**config.mk**
```make
export PLATFORM = sky130hd
export DESIGN_NAME = hstp_top
export DESIGN_NICKNAME = d
export VERILOG_FILES = /design/src/inc/hstp_pkg.sv /design/src/design/hstp_avg.sv /design/src/design/hstp_track.sv /design/src/design/hstp_top.sv
export SDC_FILE = /design/constraint.sdc
export NUM_CORES = 2
export LEC_CHECK = 0
export BUFFER_PORTS_ARGS = -buffer_cell sky130_fd_sc_hd__buf_2
export CORE_ASPECT_RATIO = 0.75
export CORE_MARGIN = 4
export CORE_UTILIZATION = 25
export CTS_CLUSTER_DIAMETER = 120
export DETAILED_ROUTE_END_ITERATION = 8
export HOLD_SLACK_MARGIN = 0.06
export PLACE_DENSITY = 0.52
export SYNTH_ARGS = -nofsm -noshare
export SYNTH_HDL_FRONTEND = slang
export SYNTH_SLANG_ARGS = --single-unit
```
**constraint.sdc**
```tcl
create_clock -name core_clk_in -period 5.92 [get_ports core_clk_in]
set_input_delay 0.592 -clock core_clk_in [delete_from_list [all_inputs] [get_ports core_clk_in]]
set_output_delay 0.592 -clock core_clk_in [all_outputs]
set_load 0.02 [all_outputs]
```
**src/inc/hstp_pkg.sv**
```systemverilog
// constants and carrier types for the hot-swap telemetry processing block
//
// Function
// - averaging code 000 reports each new sample unaveraged.
// - averaging code n averages two to the n samples, 1 up to 128.
// - peak and valley hold the extreme value seen since their last clear.
// - peaks kept for input voltage, output voltage, current, power, transistor temperature.
// - valleys kept for input voltage, output voltage, current, temperature; none for power.
// - each tracker is cleared by a host read and by power-on reset.
// - after clear a peak restarts at 0x000 and a valley at 0xFFF.
// - readings use direct format with 16-bit m and b and 8-bit exponent.
// - voltage coefficients are b 0, R -2, m 4653, 9307 or 18614 by range.
// - current slopes 23165, 11582, 5791, 28956 with exponents -2, -2, -2, -3.
// - rms current slopes 20808, 5202, 13005, 32513 with exponents -2, -2, -3, -4.
// - wide power coefficients depend on voltage range and sense range.
// - 16-bit power and energy coefficients depend on voltage and sense range.
// - rms current integrates samples over a window chosen by a 2-bit field.
// - each current sample is multiplied by the latest raw input voltage sample.
// - input power is readable as a 16-bit and a 24-bit value.
// - each power adds to the accumulator, counts a sample, counts rollovers.
// - energy read returns accumulator and counters captured at one instant.
// - the management interface becomes usable about 2 ms after power-up.
// - bus enabled by default; low enable pin disables it when so configured.
package hstp_pkg;
  localparam int          SAMPLE_W     = 12;
  localparam int          POWER_W      = 24;
  localparam int          ACC_W        = 24;
  localparam int          ROLL_W       = 8;
  localparam int          CNT_W        = 24;
  localparam int          AVG_SEL_W    = 3;
  localparam int          AVG_ACC_W    = SAMPLE_W + 7;
  localparam int          RMS_SEL_W    = 2;
  localparam int          RMS_ACC_W    = 32;
  localparam int          CLK_MHZ      = 25;
  localparam int          INIT_TIME_US = 2000;
  localparam int          INIT_CYCLES  = INIT_TIME_US * CLK_MHZ;
  localparam int          INIT_CNT_W   = 16;
  localparam logic [11:0] PEAK_CLEAR   = 12'h000;
  localparam logic [11:0] VALLEY_CLEAR = 12'hfff;
  localparam logic [2:0]  AVG_SINGLE   = 3'h0;
  localparam logic [2:0]  PIN_CFG_ENABLE = 3'h1;
  // rms window lengths in samples, by select code
  localparam logic [15:0] RMS_WIN_0    = 16'h0040;
  localparam logic [15:0] RMS_WIN_1    = 16'h0100;
  localparam logic [15:0] RMS_WIN_2    = 16'h0400;
  localparam logic [15:0] RMS_WIN_3    = 16'h1000;

  typedef enum logic [1:0] {
    HSTP_VR_88 = 2'b00,
    HSTP_VR_44 = 2'b01,
    HSTP_VR_22 = 2'b10
  } hstp_vrange_t;

  typedef enum logic [1:0] {
    HSTP_SR_12M5 = 2'b00,
    HSTP_SR_25M  = 2'b01,
    HSTP_SR_50M  = 2'b10,
    HSTP_SR_100M = 2'b11
  } hstp_srange_t;

  typedef struct packed {
    logic [15:0] m;
    logic [15:0] b;
    logic [7:0]  r;
  } hstp_coef_t;

  typedef struct packed {
    logic [ACC_W-1:0]  acc;
    logic [ROLL_W-1:0] roll;
    logic [CNT_W-1:0]  count;
  } hstp_energy_t;

  typedef struct packed {
    hstp_coef_t vin;
    hstp_coef_t iout;
    hstp_coef_t irms;
    hstp_coef_t pin_wide;
    hstp_coef_t pin_narrow;
    hstp_coef_t temp_ext;
    hstp_coef_t temp_die;
  } hstp_coef_set_t;
endpackage

```
**src/design/hstp_avg.sv**
```systemverilog
// power-of-two sample averager with per-channel select
`timescale 1ns/1ns
`default_nettype none
module hstp_avg #(
  parameter int W = 12
) (
  input  wire logic         core_clk_in,
  input  wire logic         sys_rst_in,
  input  wire logic         sample_valid_in,
  input  wire logic [W-1:0] sample_in,
  input  wire logic [2:0]   avg_sel_in,
  output logic              avg_valid_out,
  output logic [W-1:0]      avg_out
);
  localparam int AW = W + 7;
  logic [AW-1:0] acc_q;
  logic [6:0]    cnt_q;
  logic [6:0]    last_cnt;
  logic [AW-1:0] sum;
  logic          done;

  // count of 2^sel samples minus one
  assign last_cnt = 7'((8'h01 << avg_sel_in) - 8'h01);
  assign sum      = acc_q + AW'(sample_in);
  assign done     = sample_valid_in && (cnt_q >= last_cnt);

  always_ff @(posedge core_clk_in) begin
    if (sys_rst_in) begin
      acc_q         <= '0;
      cnt_q         <= '0;
      avg_valid_out <= 1'b0;
      avg_out       <= '0;
    end else begin
      avg_valid_out <= done;
      if (done) begin
        // code 000 shifts by zero: the raw sample passes
        avg_out <= W'(sum >> avg_sel_in);
        acc_q   <= '0;
        cnt_q   <= '0;
      end else if (sample_valid_in) begin
        acc_q <= sum;
        cnt_q <= cnt_q + 7'h01;
      end
    end
  end

  avg_single_a: assert property (@(posedge core_clk_in) disable iff (sys_rst_in)
    sample_valid_in && avg_sel_in == 3'h0 |=> avg_valid_out && avg_out == $past(sample_in))
    else $error("unaveraged sample not passed through");
  avg_count_a: assert property (@(posedge core_clk_in) disable iff (sys_rst_in)
    avg_valid_out |-> $past(cnt_q) == $past(last_cnt))
    else $error("average emitted at wrong sample count");
endmodule
`default_nettype wire

```
**src/design/hstp_track.sv**
```systemverilog
// peak or valley tracker with clear on read
`timescale 1ns/1ns
`default_nettype none
module hstp_track #(
  parameter int          W      = 12,
  parameter bit          IS_MAX = 1'b1,
  parameter logic [W-1:0] CLR   = '0
) (
  input  wire logic         core_clk_in,
  input  wire logic         sys_rst_in,
  input  wire logic         value_valid_in,
  input  wire logic [W-1:0] value_in,
  input  wire logic         read_clear_in,
  output logic [W-1:0]      hold_out
);
  logic          better;
  logic [W-1:0]  base;

  // a read clears, but a value in the same cycle still counts against the cleared base
  assign base   = read_clear_in ? CLR : hold_out;
  assign better = IS_MAX ? (value_in > base) : (value_in < base);

  always_ff @(posedge core_clk_in) begin
    if (sys_rst_in) begin
      hold_out <= CLR;
    end else if (value_valid_in && better) begin
      hold_out <= value_in;
    end else if (read_clear_in) begin
      hold_out <= CLR;
    end
  end

  track_extreme_a: assert property (@(posedge core_clk_in) disable iff (sys_rst_in)
    value_valid_in && !read_clear_in |=>
      (IS_MAX ? hold_out >= $past(value_in) : hold_out <= $past(value_in)))
    else $error("tracker missed a new extreme");
  track_clear_a: assert property (@(posedge core_clk_in) disable iff (sys_rst_in)
    read_clear_in && !value_valid_in |=> hold_out == CLR)
    else $error("tracker not cleared on read");
endmodule
`default_nettype wire

```
**src/design/hstp_top.sv**
```systemverilog
// telemetry post-processing: averaging, trackers, power, energy, rms, coefficients
`timescale 1ns/1ns
`default_nettype none
module hstp_top #(
  parameter int INIT_CYCLES = hstp_pkg::INIT_CYCLES
) (
  input  wire logic                      core_clk_in,
  input  wire logic                      sys_rst_in,
  input  wire logic                      vin_valid_in,
  input  wire logic [11:0]               vin_sample_in,
  input  wire logic                      vout_valid_in,
  input  wire logic [11:0]               vout_sample_in,
  input  wire logic                      iout_valid_in,
  input  wire logic [11:0]               iout_sample_in,
  input  wire logic                      temp_valid_in,
  input  wire logic [11:0]               temp_sample_in,
  input  wire logic [2:0]                v_avg_select_in,
  input  wire logic [2:0]                i_avg_select_in,
  input  wire logic [2:0]                p_avg_select_in,
  input  wire logic [1:0]                voltage_range_select_in,
  input  wire logic [1:0]                sense_range_select_in,
  input  wire logic [1:0]                rms_window_select_in,
  input  wire logic [2:0]                output_pin_config_in,
  input  wire logic                      general_output_three_in,
  input  wire logic                      rd_vin_peak_in,
  input  wire logic                      rd_vin_valley_in,
  input  wire logic                      rd_vout_peak_in,
  input  wire logic                      rd_vout_valley_in,
  input  wire logic                      rd_iout_peak_in,
  input  wire logic                      rd_iout_valley_in,
  input  wire logic                      rd_pin_peak_in,
  input  wire logic                      rd_temp_peak_in,
  input  wire logic                      rd_temp_valley_in,
  input  wire logic                      energy_read_in,
  output logic [11:0]                    vin_out,
  output logic [11:0]                    vout_out,
  output logic [11:0]                    iout_out,
  output logic [15:0]                    pin_narrow_out,
  output logic [23:0]                    input_power_wide_read_out,
  output logic [11:0]                    vin_peak_out,
  output logic [11:0]                    vin_valley_out,
  output logic [11:0]                    vout_peak_out,
  output logic [11:0]                    vout_valley_out,
  output logic [11:0]                    iout_peak_out,
  output logic [11:0]                    iout_valley_out,
  output logic [11:0]                    pin_peak_out,
  output logic [11:0]                    temp_peak_out,
  output logic [11:0]                    temp_valley_out,
  output logic [31:0]                    irms_sq_out,
  output hstp_pkg::hstp_energy_t         energy_read_out,
  output hstp_pkg::hstp_coef_set_t       coef_out,
  output logic                           bus_ready_out
);
  localparam int PW = hstp_pkg::POWER_W;
  localparam int RW = hstp_pkg::RMS_ACC_W;

  // synchronise the enable pin; first flop feeds only the second
  logic general_output_three_s1_q;
  logic general_output_three_s2_q;

  // latest raw voltage for power calculation
  logic [11:0] vin_raw_q;
  logic        pwr_valid_q;
  logic [PW-1:0] pwr_q;
  logic [PW-1:0] pwr_d;

  assign pwr_d = PW'(iout_sample_in) * PW'(vin_raw_q);

  always_ff @(posedge core_clk_in) begin
    if (sys_rst_in) begin
      vin_raw_q   <= '0;
      pwr_valid_q <= 1'b0;
      pwr_q       <= '0;
    end else begin
      if (vin_valid_in) begin
        vin_raw_q <= vin_sample_in;
      end
      pwr_valid_q <= iout_valid_in;
      if (iout_valid_in) begin
        pwr_q <= pwr_d;
      end
    end
  end

  // averaging; power averages its raw products, not averaged operands
  logic        vin_av_v, vout_av_v, iout_av_v, pin_av_v;
  logic [PW-1:0] pin_av;

  hstp_avg #(.W(12)) u_avg_vin (
    .core_clk_in    (core_clk_in),
    .sys_rst_in     (sys_rst_in),
    .sample_valid_in(vin_valid_in),
    .sample_in      (vin_sample_in),
    .avg_sel_in     (v_avg_select_in),
    .avg_valid_out  (vin_av_v),
    .avg_out        (vin_out)
  );
  hstp_avg #(.W(12)) u_avg_vout (
    .core_clk_in    (core_clk_in),
    .sys_rst_in     (sys_rst_in),
    .sample_valid_in(vout_valid_in),
    .sample_in      (vout_sample_in),
    .avg_sel_in     (v_avg_select_in),
    .avg_valid_out  (vout_av_v),
    .avg_out        (vout_out)
  );
  hstp_avg #(.W(12)) u_avg_iout (
    .core_clk_in    (core_clk_in),
    .sys_rst_in     (sys_rst_in),
    .sample_valid_in(iout_valid_in),
    .sample_in      (iout_sample_in),
    .avg_sel_in     (i_avg_select_in),
    .avg_valid_out  (iout_av_v),
    .avg_out        (iout_out)
  );
  hstp_avg #(.W(PW)) u_avg_pin (
    .core_clk_in    (core_clk_in),
    .sys_rst_in     (sys_rst_in),
    .sample_valid_in(pwr_valid_q),
    .sample_in      (pwr_q),
    .avg_sel_in     (p_avg_select_in),
    .avg_valid_out  (pin_av_v),
    .avg_out        (pin_av)
  );

  // both widths come from one averaged product
  assign input_power_wide_read_out = pin_av;
  assign pin_narrow_out            = pin_av[PW-1 -: 16];

  // trackers: peak index 0..4 (vin,vout,iout,pin,temp), valley index 0..3 (vin,vout,iout,temp; no power valley)
  localparam int NPK = 5;
  localparam int NVL = 4;
  logic [NPK-1:0]      pk_v, pk_rd;
  logic [NPK-1:0][11:0] pk_val, pk_hold;
  logic [NVL-1:0]      vl_v, vl_rd;
  logic [NVL-1:0][11:0] vl_val, vl_hold;

  assign pk_v   = {temp_valid_in, pin_av_v, iout_av_v, vout_av_v, vin_av_v};
  assign pk_val = {temp_sample_in, pin_av[PW-1 -: 12], iout_out, vout_out, vin_out};
  assign pk_rd  = {rd_temp_peak_in, rd_pin_peak_in, rd_iout_peak_in, rd_vout_peak_in,
                   rd_vin_peak_in};
  assign vl_v   = {temp_valid_in, iout_av_v, vout_av_v, vin_av_v};
  assign vl_val = {temp_sample_in, iout_out, vout_out, vin_out};
  assign vl_rd  = {rd_temp_valley_in, rd_iout_valley_in, rd_vout_valley_in, rd_vin_valley_in};

  // valid and value change on the same edge; a delayed valid would skip back-to-back results

  genvar gi;
  generate
    for (gi = 0; gi < NPK; gi++) begin : g_peak
      hstp_track #(.W(12), .IS_MAX(1'b1), .CLR(hstp_pkg::PEAK_CLEAR)) u_pk (
        .core_clk_in   (core_clk_in),
        .sys_rst_in    (sys_rst_in),
        .value_valid_in(pk_v[gi]),
        .value_in      (pk_val[gi]),
        .read_clear_in (pk_rd[gi]),
        .hold_out      (pk_hold[gi])
      );
    end
    for (gi = 0; gi < NVL; gi++) begin : g_valley
      hstp_track #(.W(12), .IS_MAX(1'b0), .CLR(hstp_pkg::VALLEY_CLEAR)) u_vl (
        .core_clk_in   (core_clk_in),
        .sys_rst_in    (sys_rst_in),
        .value_valid_in(vl_v[gi]),
        .value_in      (vl_val[gi]),
        .read_clear_in (vl_rd[gi]),
        .hold_out      (vl_hold[gi])
      );
    end
  endgenerate

  assign {temp_peak_out, pin_peak_out, iout_peak_out, vout_peak_out, vin_peak_out} = pk_hold;
  assign {temp_valley_out, iout_valley_out, vout_valley_out, vin_valley_out} = vl_hold;

  // energy accumulator; snapshot taken on the read strobe
  logic [hstp_pkg::ACC_W:0]      acc_sum;
  logic [hstp_pkg::ACC_W-1:0]    acc_q;
  logic [hstp_pkg::ROLL_W-1:0]   roll_q;
  logic [hstp_pkg::CNT_W-1:0]    cnt_q;

  assign acc_sum = {1'b0, acc_q} + {1'b0, pwr_q};

  always_ff @(posedge core_clk_in) begin
    if (sys_rst_in) begin
      acc_q           <= '0;
      roll_q          <= '0;
      cnt_q           <= '0;
      energy_read_out <= '0;
    end else begin
      if (pwr_valid_q) begin
        acc_q <= acc_sum[hstp_pkg::ACC_W-1:0];
        cnt_q <= cnt_q + 1'b1;
        if (acc_sum[hstp_pkg::ACC_W]) begin
          roll_q <= roll_q + 1'b1;
        end
      end
      if (energy_read_in) begin
        energy_read_out <= '{acc: acc_q, roll: roll_q, count: cnt_q};
      end
    end
  end

  // rms: sum of squares over a selectable window
  logic [RW-1:0] sq_acc_q;
  logic [15:0]   win_cnt_q;
  logic [15:0]   win_len;
  logic [23:0]   sq;
  logic          win_end;

  assign win_len = (rms_window_select_in == 2'd0) ? hstp_pkg::RMS_WIN_0 :
                   (rms_window_select_in == 2'd1) ? hstp_pkg::RMS_WIN_1 :
                   (rms_window_select_in == 2'd2) ? hstp_pkg::RMS_WIN_2 :
                                                    hstp_pkg::RMS_WIN_3;
  assign sq      = 24'(iout_sample_in) * 24'(iout_sample_in);
  assign win_end = iout_valid_in && (win_cnt_q >= win_len - 16'h0001);

  always_ff @(posedge core_clk_in) begin
    if (sys_rst_in) begin
      sq_acc_q    <= '0;
      win_cnt_q   <= '0;
      irms_sq_out <= '0;
    end else if (win_end) begin
      irms_sq_out <= sq_acc_q + RW'(sq);
      sq_acc_q    <= '0;
      win_cnt_q   <= '0;
    end else if (iout_valid_in) begin
      sq_acc_q  <= sq_acc_q + RW'(sq);
      win_cnt_q <= win_cnt_q + 16'h0001;
    end
  end

  // direct-format coefficients
  function automatic hstp_pkg::hstp_coef_t mk(input int m, input int b, input int r);
    mk = '{m: 16'(m), b: 16'(b), r: 8'(r)};
  endfunction

  hstp_pkg::hstp_coef_set_t coef_d;
  always_comb begin
    coef_d.temp_ext = mk(52, 14321, -1);
    coef_d.temp_die = mk(23, 6225, -1);
    case (voltage_range_select_in)
      hstp_pkg::HSTP_VR_44: coef_d.vin = mk(9307, 0, -2);
      hstp_pkg::HSTP_VR_22: coef_d.vin = mk(18614, 0, -2);
      default:              coef_d.vin = mk(4653, 0, -2);
    endcase
    case (sense_range_select_in)
      hstp_pkg::HSTP_SR_12M5: begin
        coef_d.iout = mk(23165, 0, -2);
        coef_d.irms = mk(20808, 0, -2);
      end
      hstp_pkg::HSTP_SR_25M: begin
        coef_d.iout = mk(11582, 0, -2);
        coef_d.irms = mk(5202, 0, -2);
      end
      hstp_pkg::HSTP_SR_50M: begin
        coef_d.iout = mk(5791, 0, -2);
        coef_d.irms = mk(13005, 0, -3);
      end
      default: begin
        coef_d.iout = mk(28956, 0, -3);
        coef_d.irms = mk(32513, 0, -4);
      end
    endcase
    case ({voltage_range_select_in, sense_range_select_in})
      4'b0000: begin coef_d.pin_wide = mk(10780, 0, 0);  coef_d.pin_narrow = mk(4211, 0, -2); end
      4'b0001: begin coef_d.pin_wide = mk(5390, 0, 0);   coef_d.pin_narrow = mk(21054, 0, -3); end
      4'b0010: begin coef_d.pin_wide = mk(26949, 0, -1); coef_d.pin_narrow = mk(10527, 0, -3); end
      4'b0011: begin coef_d.pin_wide = mk(13474, 0, -1); coef_d.pin_narrow = mk(5263, 0, -3); end
      4'b0100: begin coef_d.pin_wide = mk(21559, 0, 0);  coef_d.pin_narrow = mk(8422, 0, -2); end
      4'b0101: begin coef_d.pin_wide = mk(10780, 0, 0);  coef_d.pin_narrow = mk(4211, 0, -2); end
      4'b0110: begin coef_d.pin_wide = mk(5390, 0, 0);   coef_d.pin_narrow = mk(21054, 0, -3); end
      4'b0111: begin coef_d.pin_wide = mk(26949, 0, -1); coef_d.pin_narrow = mk(10527, 0, -3); end
      4'b1000: begin coef_d.pin_wide = mk(4312, 0, 1);   coef_d.pin_narrow = mk(16843, 0, -2); end
      4'b1001: begin coef_d.pin_wide = mk(21559, 0, 0);  coef_d.pin_narrow = mk(8422, 0, -2); end
      4'b1010: begin coef_d.pin_wide = mk(10780, 0, 0);  coef_d.pin_narrow = mk(4211, 0, -2); end
      default: begin coef_d.pin_wide = mk(5390, 0, 0);   coef_d.pin_narrow = mk(21054, 0, -3); end
    endcase
  end

  // power-up wait and bus enable
  logic [hstp_pkg::INIT_CNT_W-1:0] init_cnt_q;
  logic                             init_done;
  assign init_done = (init_cnt_q == hstp_pkg::INIT_CNT_W'(INIT_CYCLES - 1));

  always_ff @(posedge core_clk_in) begin
    if (sys_rst_in) begin
      init_cnt_q    <= '0;
      general_output_three_s1_q     <= 1'b1;
      general_output_three_s2_q     <= 1'b1;
      coef_out      <= '0;
      bus_ready_out <= 1'b0;
    end else begin
      general_output_three_s1_q <= general_output_three_in;
      general_output_three_s2_q <= general_output_three_s1_q;
      coef_out  <= coef_d;
      if (!init_done) begin
        init_cnt_q <= init_cnt_q + 1'b1;
      end
      bus_ready_out <= init_done &&
        !(output_pin_config_in == hstp_pkg::PIN_CFG_ENABLE && !general_output_three_s2_q);
    end
  end

  energy_snap_a: assert property (@(posedge core_clk_in) disable iff (sys_rst_in)
    energy_read_in |=> energy_read_out.count == $past(cnt_q) && energy_read_out.acc == $past(acc_q))
    else $error("energy snapshot inconsistent");
  power_calc_a: assert property (@(posedge core_clk_in) disable iff (sys_rst_in)
    iout_valid_in |=> pwr_q == PW'($past(iout_sample_in)) * PW'($past(vin_raw_q)))
    else $error("power product wrong");
  energy_count_a: assert property (@(posedge core_clk_in) disable iff (sys_rst_in)
    pwr_valid_q |=> cnt_q == $past(cnt_q) + 1'b1)
    else $error("sample counter did not step");
  bus_gate_a: assert property (@(posedge core_clk_in) disable iff (sys_rst_in)
    output_pin_config_in == hstp_pkg::PIN_CFG_ENABLE && !general_output_three_s2_q |=> !bus_ready_out)
    else $error("bus enabled while pin low");
  volt_coef_a: assert property (@(posedge core_clk_in) disable iff (sys_rst_in)
    voltage_range_select_in == 2'b01 |=> coef_out.vin.m == 16'd9307 && coef_out.vin.r == 8'hfe)
    else $error("voltage coefficient wrong");
  temp_coef_a: assert property (@(posedge core_clk_in) disable iff (sys_rst_in)
    1'b1 |=> coef_out.temp_ext.b == 16'd14321)
    else $error("temperature offset wrong");
endmodule
`default_nettype wire

```
**After elaboration in Yosys (flattened, before gate mapping)**

Memory sizes are Yosys's and may differ from the RTL's. A register that Yosys moved wholly into a read port is not among the register bits.
Cells that the tools add are included.

- Multiply operators: 2
- Equality and inequality tests: 8
- Reduce and logical (&&, ||, !) cells: 26
- Multiplexer cells: 24
- $lt $le $gt $ge: 14
- Add/subtract/negate cells: 18
- Shift operators: 7

Operators by type and width:

| cell | number |
|---|---|
| $pmux W79 S3 | 1 |
| $mux W12 | 18 |
| $pmux W39 S2 | 1 |
| $mux W70 | 1 |
| $gt A12 B12 Y1 | 5 |
| $add A19 B12 Y19 | 3 |
| $shr A19 B3 Y12 | 3 |
| $lt A12 B12 Y1 | 4 |
| $mul A12 B12 Y24 | 2 |
| $mux W13 | 3 |
| $add A16 B1 Y16 const B | 2 |
| $add A32 B24 Y32 | 1 |
| $add A31 B24 Y31 | 1 |
| $shr A31 B3 Y24 | 1 |
| $add A7 B1 Y7 const B | 4 |
| $ge A7 B7 Y1 | 4 |
| $add A24 B24 Y25 | 1 |
| $add A24 B1 Y24 const B | 1 |
| $shl A1 B3 Y7 const A | 3 |
| $sub A7 B1 Y7 const B | 3 |
| $eq A16 B16 Y1 const B | 1 |
| $ge A16 B16 Y1 | 1 |
| $logic_and A1 B1 Y1 | 16 |
| $sub A13 B1 Y14 const B | 1 |
| other kinds (8) | 18 |

- Register bits after elaboration: 806
- Input port bits: 83
- Memories: 1
- Output and inout bits: 553
- Memory bits (read-only): 624

Memories:

| name | words | bits a word | read ports | clocked after Yosys merged registers in | write ports | RTL line | text |
|---|---|---|---|---|---|---|---|
| (no name shown) | 16 | 39 | 1 | 1 | 0 | hstp_top.sv:264 | `case ({voltage_range_select_in, sense_range_select_in})` |

**Logic depth before layout (Yosys ltp)**

- Depth in word-level cells: 8
- Gate-level depth with buffers: 23
- Mapped depth without buffers: 22

**Hierarchy**

A second synthesis with hierarchy kept.

- Cells, all modules: 5546
- Area total of the unflattened synthesis: 46910.0 µm²

By module, submodules not included:

| module | sequential area each (µm²) | instances | cells each | area each (µm²) |
|---|---|---|---|---|
| hstp_top | 5905.7 | 1 | 2707 | 23580.1 |
| hstp_avg at u_avg_iout ... | 780.7 | 3 | 403 | 3243.1 |
| hstp_track at g_peak[0].u_pk ... | 240.2 | 5 | 130 | 1057.3 |
| hstp_avg at u_avg_pin | 1261.2 | 1 | 620 | 5136.2 |
| hstp_track at g_valley[0].u_vl ... | 240.2 | 4 | 90 | 794.5 |

**Worst setup path before layout**

No wires, ideal clock.

- Path type: input port to flip-flop
- Start: input port iout_sample_in[6]
- End: register irms_sq_out[27]
- Arrival: 5.824 ns
- Setup time: 0.086 ns
- Data required time: 5.834 ns
- Stages: 20
- Buffers on the path: 2
- Setup slack: 0.010 ns
- Cells stage by stage: clkbuf_1 -> clkbuf_1 -> nand2_1 -> fa_1 -> fa_1 -> inv_1 -> fa_1 -> fa_1 -> inv_1 -> fa_1 -> inv_1 -> ha_1 -> o21a_1 -> o21ai_0 -> o31ai_1 -> a21oi_1 -> o211ai_1 -> nand3_1 -> xor2_1 -> a211oi_1

- Cells in the longest elaborated chain, start to end: 2

Ends and longest elaborated chain:

| item | RTL line | text |
|---|---|---|
| from (decl) | hstp_top.sv:14 | `input wire logic [11:0] iout_sample_in,` |
| $mul A12 B12 Y24 | hstp_top.sv:214 | `assign sq = 24'(iout_sample_in) * 24'(iout_sample_in);` |
| $add A32 B24 Y32 | hstp_top.sv:223 | `irms_sq_out <= sq_acc_q + RW'(sq);` |
| to (signal assigned) | hstp_top.sv:223 |  |
| to (decl) | hstp_top.sv:49 | `output logic [31:0] irms_sq_out,` |

No other way between the ends.
A chain may end at the register's enable or synchronous reset.

**Final worst setup path**

- Start: register vin_raw_q[5]
- End: register pwr_q[23]

- Cells in the longest elaborated chain, start to end: 1

Ends and longest elaborated chain:

| item | RTL line | text |
|---|---|---|
| from (decl) | hstp_top.sv:62 | `logic [11:0] vin_raw_q;` |
| from (signal assigned) | hstp_top.sv:76 | `vin_raw_q <= vin_sample_in;` |
| $mul A12 B12 Y24 | hstp_top.sv:67 | `assign pwr_d = PW'(iout_sample_in) * PW'(vin_raw_q);` |
| to (signal assigned) | hstp_top.sv:80 | `pwr_q <= pwr_d;` |
| to (decl) | hstp_top.sv:64 | `logic [PW-1:0] pwr_q;` |

No other way between the ends.

==> flow_summary_export.csv <==
group,metric,value,unit
detailed_routing,routedWlPerCell,17.1,um
timing,layout_min_cycle_time,5.56,ns
clock_network,insertion_delay,0.69,ns
global_routing,grt_pass1_vias,34840,
clock_network,clock-sinks,583,
die,die_h,371,um
cells_and_area,nets,6200,
timing,relSlewSlack,24.5,%
logic_synthesis,synthArstFlopShare,0,%
die,die_w,492,um
timing,worstMarginPinSlew,1.13,ns
power,p_total,0.0167,W
clock_network,cts_tree,"yes",
detailed_routing,dr.first_iter.drc_count,2253,
cells_and_area,layout_common_cells,"624 x nor2_1, 581 x dfxtp_1, 502 x buf_2, 428 x inv_1, 375 x ha_1",
logic_synthesis,yosysWarnings,0,
placement,port-buffer-count,505,
critical_path,crit_fanout,6,
clock_network,cts_max_level,3,
detailed_routing,drc,0,
clock_network,clk_pin_slew,0.06,ns
logic_synthesis,synth_top_area_share,26.5,%
placement,dp_hpwl,105000,um
power,vdd_drop_max,0.000471,V
detailed_routing,postRouteAntennaNets,0,
power,leakagePower,24.1,nW
timing,setup_violations,0,
die,design.core.area,174000,sq um
logic_synthesis,ys_seq_area_share,26.5,%
critical_path,crit_start,"vin_raw_q[5]$_SDFFE_PP0P_",
status,status,"complete, no violations",
detailed_routing,via_per_inst,4.56,
timing,finalHoldViolCount,0,
clock_network,root_buffer,"clkbuf_16",
logic_synthesis,avgSynthCellArea,8.55,sq um
cells_and_area,fin_util,29.4,%
global_routing,grtUsageTotal,14.3,%
die,start_util,25.3,%
timing,holdWs,0.226,ns
timing,fin_crit_sh,93.9,%
critical_path,crit_end,"pwr_q[23]$_SDFFE_PP0P_",
critical_path,cp.required,6.49,ns
critical_path,reg2reg_depth,20,
die,design.die.area,183000,sq um
critical_path,cp-end-kind,"register",
detailed_routing,wl,136000,um
cells_and_area,area_growth_syn_to_layout,16.3,%
critical_path,cp.arrival,6.13,ns
detailed_routing,dr_total_vias,36242,
critical_path,reg2reg_from,"vin_raw_q[5]$_SDFFE_PP0P_",
placement,place.gp.congestion,0.854,
power,pwr_density_cell,328,nW/um^2
cells_and_area,final_common_cell,"nor2_1",
detailed_routing,dr.pass1.iters,6,
worst_hold_path,min_path_type,"primary input to register",
die,fp-row-count,132,
critical_path,rrSetupSlack,0.36,ns
global_routing,grt-ovfl-total,0,
worst_hold_path,hold_path_depth,3,
logic_synthesis,syn_area,44000,sq um
logic_synthesis,synth-edff-count,0,
logic_synthesis,synth_cells,5140,
die,pin_count,636,
global_routing,grt_max_degree,76,
logic_synthesis,synth_top_cell_by_area,"dfxtp_1",
global_routing,grt_pass1_wl,207000,um
logic_synthesis,synth_flop_cell,"dfxtp_1",
critical_path,r2r-end,"pwr_q[23]$_SDFFE_PP0P_",
cells_and_area,nFillCells,18677,
critical_path,critPathKind,"register to register",
global_routing,grt_antenna_before_repair,14,
timing,fin_skew,0.0317,ns
logic_synthesis,synth_cell_types,90,
timing,timing.fmax,180,MHz
clock_network,cts_buffers,75,
timing,final-max-slew-violation-count,0,
cells_and_area,drive_gt1_share,16.5,%
critical_path,cp-start-kind,"register",
logic_synthesis,synthTopCellsByArea,"dfxtp_1 27%, ha_1 11%, fa_1 9.4%",
flow_run,drv_cap,0,
logic_synthesis,ys_ff_latch,583,
clock_network,clk_path_buf_depth,3,
[critical path, cell delays in order (launching register included)]
cell and delay [ns]:
dfxtp_1 0.43, buf_4 0.19, nand2_1 0.08, fa_1 0.57
fa_1 0.44, fa_1 0.49, inv_1 0.06, fa_1 0.54
inv_1 0.06, fa_1 0.53, inv_1 0.05, ha_1 0.30
a21o_1 0.21, o32ai_1 0.31, a21oi_2 0.09, a211oi_1 0.26
buf_4 0.15, nor3_1 0.06, o31ai_2 0.26, nand3_1 0.12
a32o_1 0.26
[through the flow]
step           worst slack, ns  TNS, ns  cells  area, sq um
2_1_floorplan           0.0101        0   5269        44400
3_3_place_gp            -0.361    -3.53   7802        48500
3_5_place_dp            -0.344    -4.74   7802        48500
4_1_cts                  0.299        0   7938        51100
5_1_grt                -0.0372  -0.0372   7944        51100
6_report                 0.363        0   7946        51100
[state kept, by name, summed over array words and instances (netlist names), 16 cells and up]
| register | cells |
|---|---|
| g_peak.u_pk.hold_out | 60 |
| energy_read_out | 56 |
| g_valley.u_vl.hold_out | 48 |
| coef_out | 47 |
| irms_sq_out | 32 |
| sq_acc_q | 32 |
| u_avg_pin.acc_q | 31 |
| acc_q | 24 |
| cnt_q | 24 |
| pwr_q | 24 |
| u_avg_pin.avg_out | 24 |
| u_avg_iout.acc_q | 19 |
| u_avg_vin.acc_q | 19 |
| u_avg_vout.acc_q | 19 |
| init_cnt_q | 16 |
| win_cnt_q | 16 |
[cell type report]
cell class | count | area (sq um) | area share, %
clock buffers | 100 | 2130 | 4.17
clock inverters | 35 | 473 | 0.925
multi-input cells | 3759 | 28300 | 55.4
repair buffers | 681 | 3900 | 7.64
diodes | 7 | 17.5 | 0.0343
inverters | 436 | 1640 | 3.21
flip-flops and latches | 583 | 11700 | 22.8
well taps | 2345 | 2930 | 5.74
[Yosys cell counts, types with 148 or more instances]
cell	n
mux2i_1	270
fa_1	206
dfxtp_1	583
and2_1	148
clkbuf_1	199
nor2_1	625
o21ai_0	182
a21oi_1	221
nand2_1	360
buf_4	249
inv_1	428
ha_1	375
[report_power, final]
group,switching (W),internal [W]
registers,0.000202,0.00414
clock network,0.00200,0.00287
logic,0.00421,0.00332
total,0.00642,0.0103
[per-layer routing]
layer	wire, um	part of all wire, %	global-route usage (%)	up-vias
met5	0	0	0	-
met4	3200	2.4	3.76	0
met3	8510	6.3	3.19	143
met2	58400	43	21.4	799
met1	65400	48	20.4	17407
li1	-	-	-	17893
[how the worst min path moves through the flow]
stage                                                  endpoint                                  from  slack, ns
after CTS                             vin_raw_q[2]$_SDFFE_PP0P_                      vin_sample_in[2]       0.15
after floorplan            general_output_three_s2_q$_SDFF_PP1_  general_output_three_s1_q$_SDFF_PP1_       0.39
after global routing      g_peak[4].u_pk.hold_out[0]$_SDFF_PP0_                     temp_sample_in[0]       0.21
after detailed placement   general_output_three_s2_q$_SDFF_PP1_  general_output_three_s1_q$_SDFF_PP1_       0.40
after global placement     general_output_three_s2_q$_SDFF_PP1_  general_output_three_s1_q$_SDFF_PP1_       0.39
final                                 vin_raw_q[2]$_SDFFE_PP0P_                      vin_sample_in[2]       0.23
[cells by family after synthesis]
| family | share of synthesized area, % |
|---|---|
| AND/OR/NAND/NOR | 17.0 |
| adder cells (fa/ha/maj) | 20.1 |
| buffers and inverters | 10.2 |
| multiplexers | 8.50 |
| other | 0.00853 |
| XOR/XNOR | 4.54 |
| AO/OA/AOI/OAI | 13.2 |
| flip-flops | 26.5 |
[timing repair]
| action | in CTS | in global routing |
|---|---|---|
| setup buffers | 0 | 1 |
| setup endpoints to repair | 0 | 4 |
| hold endpoints to repair | 1 | 0 |
| gates resized for setup | 0 | 3 |
| hold buffers | 1 | 0 |
(Power assumes the default switching activity.)
